$ cat config.mk
export PLATFORM = sky130hd
export DESIGN_NAME = helium_level_seq
export DESIGN_NICKNAME = d
export VERILOG_FILES = /design/src/hw/helium_level_pkg.sv /design/src/hw/helium_level_seq.sv
export VERILOG_INCLUDE_DIRS = /design/src /design/src/hw
export SDC_FILE = /design/constraint.sdc
export NUM_CORES = 1
export LEC_CHECK = 0
export ABC_AREA = 1
export BUFFER_PORTS_ARGS = -buffer_cell sky130_fd_sc_hd__buf_2
export CORE_MARGIN = 5
export CORE_UTILIZATION = 55
export CTS_CLUSTER_SIZE = 40
export DETAILED_ROUTE_END_ITERATION = 12
export GPL_TIMING_DRIVEN = 0
export PLACE_DENSITY = 0.76
export SETUP_SLACK_MARGIN = 0.1
export SYNTH_ARGS = -nofsm -noshare
export SYNTH_HDL_FRONTEND = slang
export SYNTH_SLANG_ARGS = --single-unit
$ cat constraint.sdc
create_clock -name mclk -period 5.9 [get_ports mclk]
set_clock_uncertainty 0.1 [all_clocks]
set_input_delay 0 -clock mclk [delete_from_list [all_inputs] [get_ports mclk]]
set_output_delay 0 -clock mclk [all_outputs]
set_load 0.005 [all_outputs]
$ cat src/hw/helium_level_consts.svh
// Timing counts and field constants for the helium level sequencer.
`ifndef HELIUM_LEVEL_CONSTS_SVH
`define HELIUM_LEVEL_CONSTS_SVH
`define CLK_HZ            125000000
`define CLK_NS            8
`define PROT_OFF_S        6
`define PROT_OFF_CYC      (`PROT_OFF_S * `CLK_HZ)
`define SEC_DIV_CYC       `CLK_HZ
`define BOOST_MS          100
`define BOOST_CYC         (`BOOST_MS * (`CLK_HZ / 1000))
`define CUR_4K_MA         8'h4B
`define CUR_2K_MA         8'h39
`define BOOST_EXTRA_MA    8'h0A
`define BURN_MARGIN_RST   8'h32
`endif

$ cat src/hw/helium_level_pkg.sv
// Types shared by the helium level sequencer.
package helium_level_pkg;
  typedef enum logic [1:0] {st_idle, st_energ, st_prot} sens_st_t;
  typedef struct packed {
    logic        src_nitrogen;
    logic        at_or_above;
    logic [15:0] setpoint;
  } trip_cfg_t;
  typedef struct packed {
    sens_st_t    st;
    logic        continuous_mode;
    logic [31:0] sec_cnt;
    logic [31:0] run_sec;
    logic [31:0] samp_sec;
    logic [31:0] prot_cnt;
    logic [31:0] boost_cnt;
    logic        boost;
    logic [15:0] held_volt;
    logic [15:0] he_level;
    logic        he_level_vld;
    logic [1:0]  alarm;
    logic [1:0]  relay;
    logic        mute;
  } state_t;
endpackage

$ cat src/hw/helium_level_seq.sv
// Helium level sensor sequencer with level alarms and relays.
// Functional notes
// RL1: Continuous mode energizes sensor and times out back to sampled mode.
// RL2: Continuous limit zero means no timeout.
// RL3: Sampled mode energizes sensor once per sample period.
// RL4: Sample timer restarts at reset, period write and sampled entry.
// RL5: Sample period zero keeps the sensor energized always.
// RL6: Burnout margin sets tolerated excess resistance; typical about five percent.
// RL7: Excess resistance flags protection, current off six seconds, then retry.
// RL8: Protection ends once resistance is back in range.
// RL9: Protection never changes alarm or relay outputs.
// RL10: Each toggle request flips sampled and continuous modes.
// RL11: Voltage is live in continuous mode, held and stale otherwise.
// RL12: Measure request energizes sensor and updates level, voltage, current; the code captures only level and held voltage, with no current reading.
// RL13: Current target is 75 mA for 4K sensors, 57 mA for 2K.
// RL14: Boost raises current briefly at cycle start, sampled mode only.
// RL15: Two level alarms with source choice and above or below setpoint.
// RL16: Any active alarm drives audible and visual outputs.
// RL17: Mute silences audible until an alarm changes state.
// RL18: Two normally-open relays with own setpoints, independent of alarms.
// RL19: Relay source and comparison direction are configurable.
// RL20: Combined alarm status vector is always readable.
// RL21: Comparisons update on a new reading and hold between readings.
// RL22: Operator exit from continuous mode de-energizes and clears run timer.
`timescale 1ns/100ps
`default_nettype none
`include "helium_level_consts.svh"
module helium_level_seq
  import helium_level_pkg::*;
#(
  parameter int unsigned PROT_OFF_CYCLES = `PROT_OFF_CYC,
  parameter int unsigned SEC_CYCLES      = `SEC_DIV_CYC,
  parameter int unsigned BOOST_CYCLES    = `BOOST_CYC
) (
  // Clock and reset.
  input  wire logic        mclk,
  input  wire logic        rst_b,
  // Operator controls.
  input  wire logic        mode_toggle_req,
  input  wire logic        measure_req,
  input  wire logic        alarm_mute_request,
  // Configuration.
  input  wire logic        sensor_is_2k,
  input  wire logic        boost_enable,
  input  wire logic [31:0] sample_period_s,
  input  wire logic        sample_period_wr,
  input  wire logic [31:0] continuous_run_limit,
  input  wire logic [7:0]  burnout_margin_pct,
  input  wire trip_cfg_t   alarm_cfg_0,
  input  wire trip_cfg_t   alarm_cfg_1,
  input  wire trip_cfg_t   relay_cfg_0,
  input  wire trip_cfg_t   relay_cfg_1,
  // Sensor measurement front end.
  input  wire logic [15:0] sensor_volt,
  input  wire logic [15:0] sensor_res,
  input  wire logic [15:0] sensor_res_expected,
  input  wire logic [15:0] helium_level_in,
  input  wire logic [15:0] nitrogen_level,
  input  wire logic        nitrogen_level_vld,
  // Sensor drive and status.
  output logic             sensor_energize,
  output logic [7:0]       current_target_ma,
  output logic             continuous_mode,
  output logic             protection_active,
  output logic [15:0]      reported_volt,
  output logic             volt_stale,
  output logic [15:0]      liquid_helium_channel,
  output logic             helium_level_vld,
  // Alarms and relays.
  output logic [1:0]       alarm_status,
  output logic             audible_alert,
  output logic             visual_alarm,
  output logic [1:0]       relay_close
);

  state_t s_r;
  state_t s_nxt;
  trip_cfg_t acfg [2];
  trip_cfg_t rcfg [2];
  logic        excess;
  logic [25:0] res_lim;
  logic        sec_tick;
  logic [1:0]  alarm_eval;
  logic [1:0]  relay_eval;

  assign acfg[0] = alarm_cfg_0;
  assign acfg[1] = alarm_cfg_1;
  assign rcfg[0] = relay_cfg_0;
  assign rcfg[1] = relay_cfg_1;

  // Limit is expected resistance times (100 + margin) / 100, scaled by 100.
  // RL6 margin threshold
  // 26 bits hold the largest resistance at the largest margin without wrapping.
  assign res_lim = 26'(sensor_res_expected) * (26'(burnout_margin_pct) + 26'h64);
  assign excess  = (26'(sensor_res) * 26'h64) > res_lim;
  assign sec_tick = (s_r.sec_cnt == SEC_CYCLES - 1);

  // Per-channel comparison; a trip only moves when its source has a new reading.
  // RL15 RL19 compare
  for (genvar i = 0; i < 2; i++) begin : g_trip
    logic [15:0] alvl;
    logic [15:0] rlvl;
    assign alvl = acfg[i].src_nitrogen ? nitrogen_level : s_r.he_level;
    assign rlvl = rcfg[i].src_nitrogen ? nitrogen_level : s_r.he_level;
    assign alarm_eval[i] = acfg[i].at_or_above ? (alvl >= acfg[i].setpoint)
                                               : (alvl <= acfg[i].setpoint);
    assign relay_eval[i] = rcfg[i].at_or_above ? (rlvl >= rcfg[i].setpoint)
                                               : (rlvl <= rcfg[i].setpoint);
  end

  // Next-state logic for the whole sequencer.
  always_comb begin
    logic samp_due;
    logic start_meas;
    samp_due   = 1'b0;
    start_meas = 1'b0;
    s_nxt = s_r;
    s_nxt.he_level_vld = 1'b0;
    // Timer restarts clear this prescaler too, except a period write in continuous mode, so a first sampled period is never cut short.
    s_nxt.sec_cnt = sec_tick ? 32'h0 : s_r.sec_cnt + 32'h1;
    // RL10 mode toggle
    if (mode_toggle_req) begin
      s_nxt.continuous_mode = ~s_r.continuous_mode;
      s_nxt.run_sec = 32'h0;
      // RL4 restart on sampled entry
      s_nxt.samp_sec = 32'h0;
      s_nxt.sec_cnt = 32'h0;
    end else if (s_r.continuous_mode && sec_tick && s_r.st != st_prot) begin
      s_nxt.run_sec = s_r.run_sec + 32'h1;
      // RL1 RL2 run limit
      if (continuous_run_limit != 32'h0 && s_r.run_sec + 32'h1 >= continuous_run_limit) begin
        s_nxt.continuous_mode = 1'b0;
        s_nxt.run_sec = 32'h0;
        s_nxt.samp_sec = 32'h0;
        s_nxt.sec_cnt = 32'h0;
      end
    end
    // RL3 RL4 interval timer
    if (sample_period_wr) begin
      s_nxt.samp_sec = 32'h0;
      if (!s_nxt.continuous_mode) s_nxt.sec_cnt = 32'h0;
    end else if (!s_r.continuous_mode && !mode_toggle_req && sec_tick
                 && sample_period_s != 32'h0) begin
      if (s_r.samp_sec + 32'h1 >= sample_period_s) begin
        s_nxt.samp_sec = 32'h0;
        samp_due = 1'b1;
      end else begin
        s_nxt.samp_sec = s_r.samp_sec + 32'h1;
      end
    end
    start_meas = samp_due || measure_req;
    case (s_r.st)
      st_idle: begin
        // RL1 RL5 RL12 energize
        if (s_nxt.continuous_mode || sample_period_s == 32'h0 || start_meas) begin
          s_nxt.st = st_energ;
          // RL14 boost in sampled mode
          s_nxt.boost = boost_enable && !s_nxt.continuous_mode;
          s_nxt.boost_cnt = 32'h0;
        end
      end
      st_energ: begin
        if (s_r.boost) begin
          s_nxt.boost_cnt = s_r.boost_cnt + 32'h1;
          if (s_r.boost_cnt >= BOOST_CYCLES - 1) s_nxt.boost = 1'b0;
        end
        // RL14 no boost when continuous
        if (s_nxt.continuous_mode) s_nxt.boost = 1'b0;
        // RL7 burnout trip
        if (excess) begin
          s_nxt.st = st_prot;
          s_nxt.prot_cnt = 32'h0;
          s_nxt.boost = 1'b0;
        end else if (!s_r.boost) begin
          // Reading is taken once boost has ended.
          s_nxt.he_level = helium_level_in;
          s_nxt.held_volt = sensor_volt;
          s_nxt.he_level_vld = 1'b1;
          // RL22 exit de-energizes
          if (!s_nxt.continuous_mode && sample_period_s != 32'h0) s_nxt.st = st_idle;
        end
      end
      st_prot: begin
        // RL7 RL8 off time then retry
        if (s_r.prot_cnt >= PROT_OFF_CYCLES - 1) begin
          s_nxt.st = st_energ;
        end else begin
          s_nxt.prot_cnt = s_r.prot_cnt + 32'h1;
        end
      end
      default: s_nxt.st = st_idle;
    endcase
    // RL21 RL9 evaluate on new readings only
    for (int i = 0; i < 2; i++) begin
      if ((acfg[i].src_nitrogen && nitrogen_level_vld) ||
          (!acfg[i].src_nitrogen && s_r.he_level_vld)) s_nxt.alarm[i] = alarm_eval[i];
      // RL18 independent relays
      if ((rcfg[i].src_nitrogen && nitrogen_level_vld) ||
          (!rcfg[i].src_nitrogen && s_r.he_level_vld)) s_nxt.relay[i] = relay_eval[i];
    end
    // RL17 mute with change clearing it
    if (s_nxt.alarm != s_r.alarm) begin
      s_nxt.mute = 1'b0;
    end else if (alarm_mute_request && s_r.alarm != 2'h0) begin
      s_nxt.mute = 1'b1;
    end
  end

  // State register.
  always_ff @(posedge mclk or negedge rst_b) begin
    if (!rst_b) begin
      s_r <= '0;
    end else begin
      s_r <= s_nxt;
    end
  end

  // Outputs come from state, except that reported_volt and current_target_ma also use live inputs.
  assign sensor_energize       = (s_r.st == st_energ);
  // RL13 RL14 current target
  assign current_target_ma     = (sensor_is_2k ? `CUR_2K_MA : `CUR_4K_MA)
                                 + (s_r.boost ? `BOOST_EXTRA_MA : 8'h00);
  assign continuous_mode       = s_r.continuous_mode;
  assign protection_active     = (s_r.st == st_prot);
  // RL11 live or held voltage
  assign reported_volt         = s_r.continuous_mode ? sensor_volt : s_r.held_volt;
  assign volt_stale            = !s_r.continuous_mode;
  assign liquid_helium_channel = s_r.he_level;
  assign helium_level_vld      = s_r.he_level_vld;
  // RL20 status vector
  assign alarm_status          = s_r.alarm;
  // RL16 alert outputs
  assign visual_alarm          = |s_r.alarm;
  assign audible_alert         = |s_r.alarm && !s_r.mute;
  assign relay_close           = s_r.relay;

  property p_toggle;
    @(posedge mclk) disable iff (!rst_b)
      mode_toggle_req |=> continuous_mode != $past(continuous_mode);
  endproperty
  a_toggle: assert property (p_toggle) else $error("mode did not toggle"); // RL10

  property p_prot_hold;
    @(posedge mclk) disable iff (!rst_b)
      $rose(protection_active) |-> !sensor_energize [*8];
  endproperty
  a_prot_hold: assert property (p_prot_hold) else $error("sensor energized in protection"); // RL7

  property p_prot_entry;
    @(posedge mclk) disable iff (!rst_b)
      sensor_energize && excess |=> protection_active;
  endproperty
  a_prot_entry: assert property (p_prot_entry) else $error("burnout not caught"); // RL7

  property p_prot_alarm;
    @(posedge mclk) disable iff (!rst_b)
      $changed(protection_active) && !$past(s_r.he_level_vld) && !$past(nitrogen_level_vld)
        |-> $stable(alarm_status) && $stable(relay_close);
  endproperty
  a_prot_alarm: assert property (p_prot_alarm) else $error("protection moved outputs"); // RL9

  property p_cont_energ;
    @(posedge mclk) disable iff (!rst_b)
      $rose(continuous_mode) && !excess && !protection_active |-> ##[1:2] sensor_energize;
  endproperty
  a_cont_energ: assert property (p_cont_energ) else $error("continuous not energized"); // RL1

  property p_exit;
    @(posedge mclk) disable iff (!rst_b)
      continuous_mode && mode_toggle_req && sample_period_s != 32'h0 && sensor_energize
        |=> !sensor_energize;
  endproperty
  a_exit: assert property (p_exit) else $error("exit did not de-energize"); // RL22

  property p_volt;
    @(posedge mclk) disable iff (!rst_b)
      volt_stale == !continuous_mode && (continuous_mode -> reported_volt == sensor_volt);
  endproperty
  a_volt: assert property (p_volt) else $error("voltage source wrong"); // RL11

  property p_mute;
    @(posedge mclk) disable iff (!rst_b)
      $changed(alarm_status) |-> audible_alert == (alarm_status != 2'h0);
  endproperty
  a_mute: assert property (p_mute) else $error("mute not cleared on change"); // RL17

  property p_alert;
    @(posedge mclk) disable iff (!rst_b)
      visual_alarm == (alarm_status != 2'h0) && (audible_alert -> visual_alarm);
  endproperty
  a_alert: assert property (p_alert) else $error("alert outputs wrong"); // RL16

  property p_boost;
    @(posedge mclk) disable iff (!rst_b)
      continuous_mode |-> current_target_ma == (sensor_is_2k ? `CUR_2K_MA : `CUR_4K_MA);
  endproperty
  a_boost: assert property (p_boost) else $error("boost outside sampled mode"); // RL14

  // Alarms and relays hold when neither channel produced a reading.
  property p_level_hold;
    @(posedge mclk) disable iff (!rst_b)
      !$past(s_r.he_level_vld) && !$past(nitrogen_level_vld)
        |-> $stable(alarm_status) && $stable(relay_close);
  endproperty
  a_level_hold: assert property (p_level_hold) else $error("trip moved unread"); // RL21

  // A zero limit never ends continuous mode on its own.
  property p_no_limit;
    @(posedge mclk) disable iff (!rst_b)
      continuous_mode && continuous_run_limit == 32'h0 && !mode_toggle_req |=> continuous_mode;
  endproperty
  a_no_limit: assert property (p_no_limit) else $error("zero limit timed out"); // RL2

  // A zero period keeps the sensor powered unless burnout steps in.
  property p_always_on;
    @(posedge mclk) disable iff (!rst_b)
      sample_period_s == 32'h0 && sensor_energize && !excess |=> sensor_energize;
  endproperty
  a_always_on: assert property (p_always_on) else $error("zero period dropped power"); // RL5

  // A sampled energization lasts one reading, which limits helium boil-off.
  property p_sampled_one;
    @(posedge mclk) disable iff (!rst_b)
      sensor_energize && !continuous_mode && sample_period_s != 32'h0 && !excess
        && !s_r.boost && !mode_toggle_req |=> !sensor_energize;
  endproperty
  a_sampled_one: assert property (p_sampled_one) else $error("sampled power held on"); // RL3

  // Each energized cycle past the boost without excess resistance captures the front-end level.
  property p_read;
    @(posedge mclk) disable iff (!rst_b)
      sensor_energize && !excess && !s_r.boost
        |=> helium_level_vld && liquid_helium_channel == $past(helium_level_in);
  endproperty
  a_read: assert property (p_read) else $error("reading not captured"); // RL12

  // Without boost the target is the nominal current of the sensor type.
  property p_current;
    @(posedge mclk) disable iff (!rst_b)
      !s_r.boost |-> current_target_ma == (sensor_is_2k ? 8'h39 : 8'h4B);
  endproperty
  a_current: assert property (p_current) else $error("nominal current wrong"); // RL13

  // A mute request silences the alert unless an alarm moves at the same time.
  property p_mute_set;
    @(posedge mclk) disable iff (!rst_b)
      alarm_mute_request && alarm_status != 2'h0 |=> !audible_alert || $changed(alarm_status);
  endproperty
  a_mute_set: assert property (p_mute_set) else $error("mute not applied"); // RL17

  // Leaving continuous mode by hand clears the run timer.
  property p_exit_timer;
    @(posedge mclk) disable iff (!rst_b)
      continuous_mode && mode_toggle_req |=> s_r.run_sec == 32'h0;
  endproperty
  a_exit_timer: assert property (p_exit_timer) else $error("run timer not cleared"); // RL22

endmodule // helium_level_seq
`default_nettype wire

==> flow_summary.json <==
{
  "synth_sequential_area_ratio": 0.221,
  "mapped_cells": 3219,
  "critical_path.startpoint_type": "input port",
  "number_of_global_route_vias_before_repair": 21300,
  "htreeDepth": 1,
  "report.final.slew_viol_count": 0,
  "synth_edf_count": 0,
  "critPathRequiredTime_ns": 6.25,
  "postRouteAntennaNets": 0,
  "cts_tree": "built",
  "postSynthAreaPerCell_um2": 7.10,
  "worstMarginPinSlew_ns": 0.742,
  "failed_checks": "negative setup slack",
  "cts-root-to-sink-buffers": 3,
  "crit_path_max_incr_delay_ns": 0.55,
  "register_area_um2": 5050,
  "fp.dieArea_um2": 45700,
  "max_cap_viol_count": 0,
  "drcViolationCount": 0,
  "synth_seq_cells": 202,
  "crit_top_cell": "sky130_fd_sc_hd__nand2_2",
  "slowest_cell_on_the_critical_path": "sky130_fd_sc_hd__fa_1",
  "outcome": "finished, violations left",
  "wl_um": 64400,
  "fill_count": 3534,
  "power.density_nw_per_um2": 383,
  "effective_utilization_at_floorplan": 0.557,
  "first_pass_iters": 6,
  "die_w_um": 214,
  "post_synth_design_cell_area_um2": 22900,
  "global_router_s_overall_resource_usage": 0.269,
  "grt_setup_unrepaired": "yes",
  "detailed_place_hpwl_um": 49600,
  "clock-root-buffer": "sky130_fd_sc_hd__clkbuf_16",
  "layout.cell_area.non_filler_um2": 27700,
  "crit_family": "adder cells",
  "timing.final.crit_period_ns": 5.98,
  "syn_nets": 3822,
  "globalplace.congestion": 0.950,
  "global_route.overflow_total": 0,
  "max_freq_ghz": 0.167,
  "power.static_leakage_uw": 0.0144,
  "maximum_number_of_pins_on_one_net_before_global_route_repair": 79,
  "timing.critical_path.to_type": "flop",
  "worst-path-buf-inv": 7,
  "timing.final.setup_violations": 22,
  "netlist-cell-type-count": 59,
  "synth-async-reset-ratio": 1.00,
  "floorplan.rows": 74,
  "critical_path_depth": 39,
  "maxSlewHeadroom": 0.501,
  "yosys_warnings": 0,
  "cts.reportedPaths.clkPinSlew_ns": 0.06,
  "antenna_found_initial": 5,
  "final_util": 0.675,
  "port-buffer-count": 276,
  "first_iter_violations": 1971,
  "placed_cell_area_um2": 25200,
  "synth_top_flop_cell": "sky130_fd_sc_hd__dfrtp_1",
  "floorplan.core_area_um2": 41000,
  "route.detailed.vias_per_inst": 5.34,
  "worst_skew_pair.late_latency_ns": 0.55,
  "dr_total_vias": 22300,
  "count_of_cells_along_the_worst_register_to_register_path": 21,
  "worstPathMaxFanout": 8,
  "layout-area-overhead-vs-synth_pct": 21.1,
  "cts_inserted_buffers": 26,
  "drive_gt1_frac": 0.171,
  "num-nets-final": 4223,
  "clock-sinks": 202,
  "path_class": "input port to flop",
  "hold_path_class": "input port to flop",
  "crit_arrival_ns": 6.33,
  "period_share": 1.01,
  "vdd.ir_drop.worst_uv": 384,
  "report.final.hold_viol_count": 0,
  "final_critical_path_setup_slack_ns": -0.0782,
  "io-pin-count": 284,
  "ff2ff_setup_slack_ns": 0.98,
  "routedWlPerCell_um": 15.4,
  "die_h_um": 214,
  "min_path_cells": 4,
  "multi_input_comb_area_um2": 15400,
  "grt_first_pass_wirelength_um": 102000
}
[metrics by stage]
stage | setup slack (ns) | cells | setup TNS [ns] | total power, uW | hold WS [ns]
finish | -0.0782 | 4177 | -0.602 | 10600 | 0.120
global route | -0.364 | 4174 | -18.77 | 11500 | 0.115
CTS | 0.0472 | 4154 | 0 | 9670 | -0.404
detailed placement | -1.46 | 4029 | -93.55 | 7310 | -0.173
global placement | -1.42 | 4027 | -91.90 | 7220 | 0.109
floorplan | 0.0881 | 3219 | 0 | 5890 | -0.396
[state kept, by name (all words and copies together), names as in the netlist]
name and flops:
s_r 180, liquid_helium_channel 16, alarm_status 2, relay_close 2
continuous_mode 1, helium_level_vld 1
[power breakdown]
part,switching (uW),internal [uW]
registers,107,1560
logic,4130,3240
clock network,646,910
[placed cells by master (no fill, tap or decap), types with 6 or more instances in the layout]
cell,Yosys,final
sky130_fd_sc_hd__o31ai_1,6,6
sky130_fd_sc_hd__nor2_1,290,275
sky130_fd_sc_hd__nand2_4,3,14
sky130_fd_sc_hd__inv_1,691,677
sky130_fd_sc_hd__buf_4,24,52
sky130_fd_sc_hd__o22ai_1,45,45
sky130_fd_sc_hd__nor2_4,3,11
sky130_fd_sc_hd__fa_1,110,109
sky130_fd_sc_hd__inv_2,1,14
sky130_fd_sc_hd__dfrtp_1,202,202
sky130_fd_sc_hd__o21ai_1,9,34
sky130_fd_sc_hd__buf_2,13,277
sky130_fd_sc_hd__nand2_1,642,600
sky130_fd_sc_hd__nor3_1,69,69
sky130_fd_sc_hd__o21ai_0,217,163
sky130_fd_sc_hd__o211ai_1,7,7
sky130_fd_sc_hd__xor2_1,98,95
sky130_fd_sc_hd__ha_1,260,250
sky130_fd_sc_hd__nand4_1,80,80
sky130_fd_sc_hd__a21o_1,10,10
sky130_fd_sc_hd__dlygate4sd3_1,0,51
sky130_fd_sc_hd__nor2_2,9,17
sky130_fd_sc_hd__o21bai_1,6,6
sky130_fd_sc_hd__a21oi_2,2,6
sky130_fd_sc_hd__buf_8,2,12
sky130_fd_sc_hd__clkbuf_16,0,32
sky130_fd_sc_hd__ha_4,0,9
sky130_fd_sc_hd__a31oi_1,14,13
sky130_fd_sc_hd__nand3_1,95,93
sky130_fd_sc_hd__diode_2,0,6
sky130_fd_sc_hd__buf_6,2,15
sky130_fd_sc_hd__nor4_1,26,26
sky130_fd_sc_hd__nand2_2,13,43
sky130_fd_sc_hd__a21oi_1,120,113
sky130_fd_sc_hd__o21ai_2,22,50
sky130_fd_sc_hd__clkbuf_8,0,10
sky130_fd_sc_hd__clkbuf_1,44,34
sky130_fd_sc_hd__xnor2_1,22,22
[what timing repair did]
item | 4_1_cts | 5_1_grt
resized for setup | 92 | 151
buffers inserted | 22 | 10
pin swaps | 33 | 49
endpoints found under the setup margin | 68 | 68
cloned | 5 | 7
endpoints found under the hold margin | 201 | 1
hold buffers | 51 | 1
[routing by layer]
| metal | GRT usage | vias up | wire length, um | share of wire |
|---|---|---|---|---|
| met1 | 0.375 | 10300 | 28500 | 0.44 |
| met3 | 0.0389 | 176 | 4420 | 0.069 |
| met2 | 0.437 | 839 | 29300 | 0.45 |
| li1 | - | 11000 | - | - |
| met4 | 0.0811 | 2 | 2190 | 0.034 |
| met5 | 0 | - | 20 | 0.00031 |
[synthesized netlist by cell type, types with 44 or more instances]
master	number	area (um^2)
sky130_fd_sc_hd__dfrtp_1	202	5050
sky130_fd_sc_hd__o21ai_0	217	1090
sky130_fd_sc_hd__ha_1	260	3250
sky130_fd_sc_hd__a21oi_1	120	601
sky130_fd_sc_hd__clkbuf_1	44	165
sky130_fd_sc_hd__nand3_1	95	475
sky130_fd_sc_hd__nor3_1	69	345
sky130_fd_sc_hd__nand4_1	80	500
sky130_fd_sc_hd__o22ai_1	45	282
sky130_fd_sc_hd__inv_1	691	2590
sky130_fd_sc_hd__nor2_1	290	1090
sky130_fd_sc_hd__nand2_1	642	2410
sky130_fd_sc_hd__fa_1	110	2200
sky130_fd_sc_hd__xor2_1	98	858
[layout make-up]
type / instances / share of cell area
Inverter: 694 / 0.0944
Timing Repair Buffer: 372 / 0.0889
Multi-Input combinational cell: 2238 / 0.556
Sequential cell: 202 / 0.183
Clock buffer: 38 / 0.0280
Clock inverter: 9 / 0.00235
Antenna cell: 6 / 0.000543
Tap cell: 532 / 0.0241
Buffer: 86 / 0.0233
[final timing paths]
path	endpoint	startpoint
min in group asynchronous	s_r[56]$_DFFE_PN0P_	rst_b
max	s_r[23]$_DFFE_PN0P_	burnout_margin_pct[2]
min reg2reg	s_r[102]$_DFFE_PN0P_	s_r[102]$_DFFE_PN0P_
max reg2reg	s_r[115]$_DFFE_PN0P_	s_r[103]$_DFFE_PN0P_
min	liquid_helium_channel[12]$_DFFE_PN0P_	helium_level_in[12]
max in group asynchronous	s_r[156]$_DFFE_PN0P_	rst_b
[tightest hold or removal path: cells and delay by family]
family	cells	cell delay, ns
simple gates	1	0.06
buf+inv	2	0.62
compound gates	1	0.05
[cell families after synthesis]
kind of cell	after synthesis	share of synthesized area
multiplexers	1	0.000438
flip-flops	202	0.221
other	2	0.000329
XOR/XNOR	120	0.0460
adder cells (fa/ha/maj)	370	0.239
AND/OR/NAND/NOR	1269	0.242
AO/OA/AOI/OAI	474	0.116
buffers and inverters	781	0.135
Power figures use the tool's default switching activity.
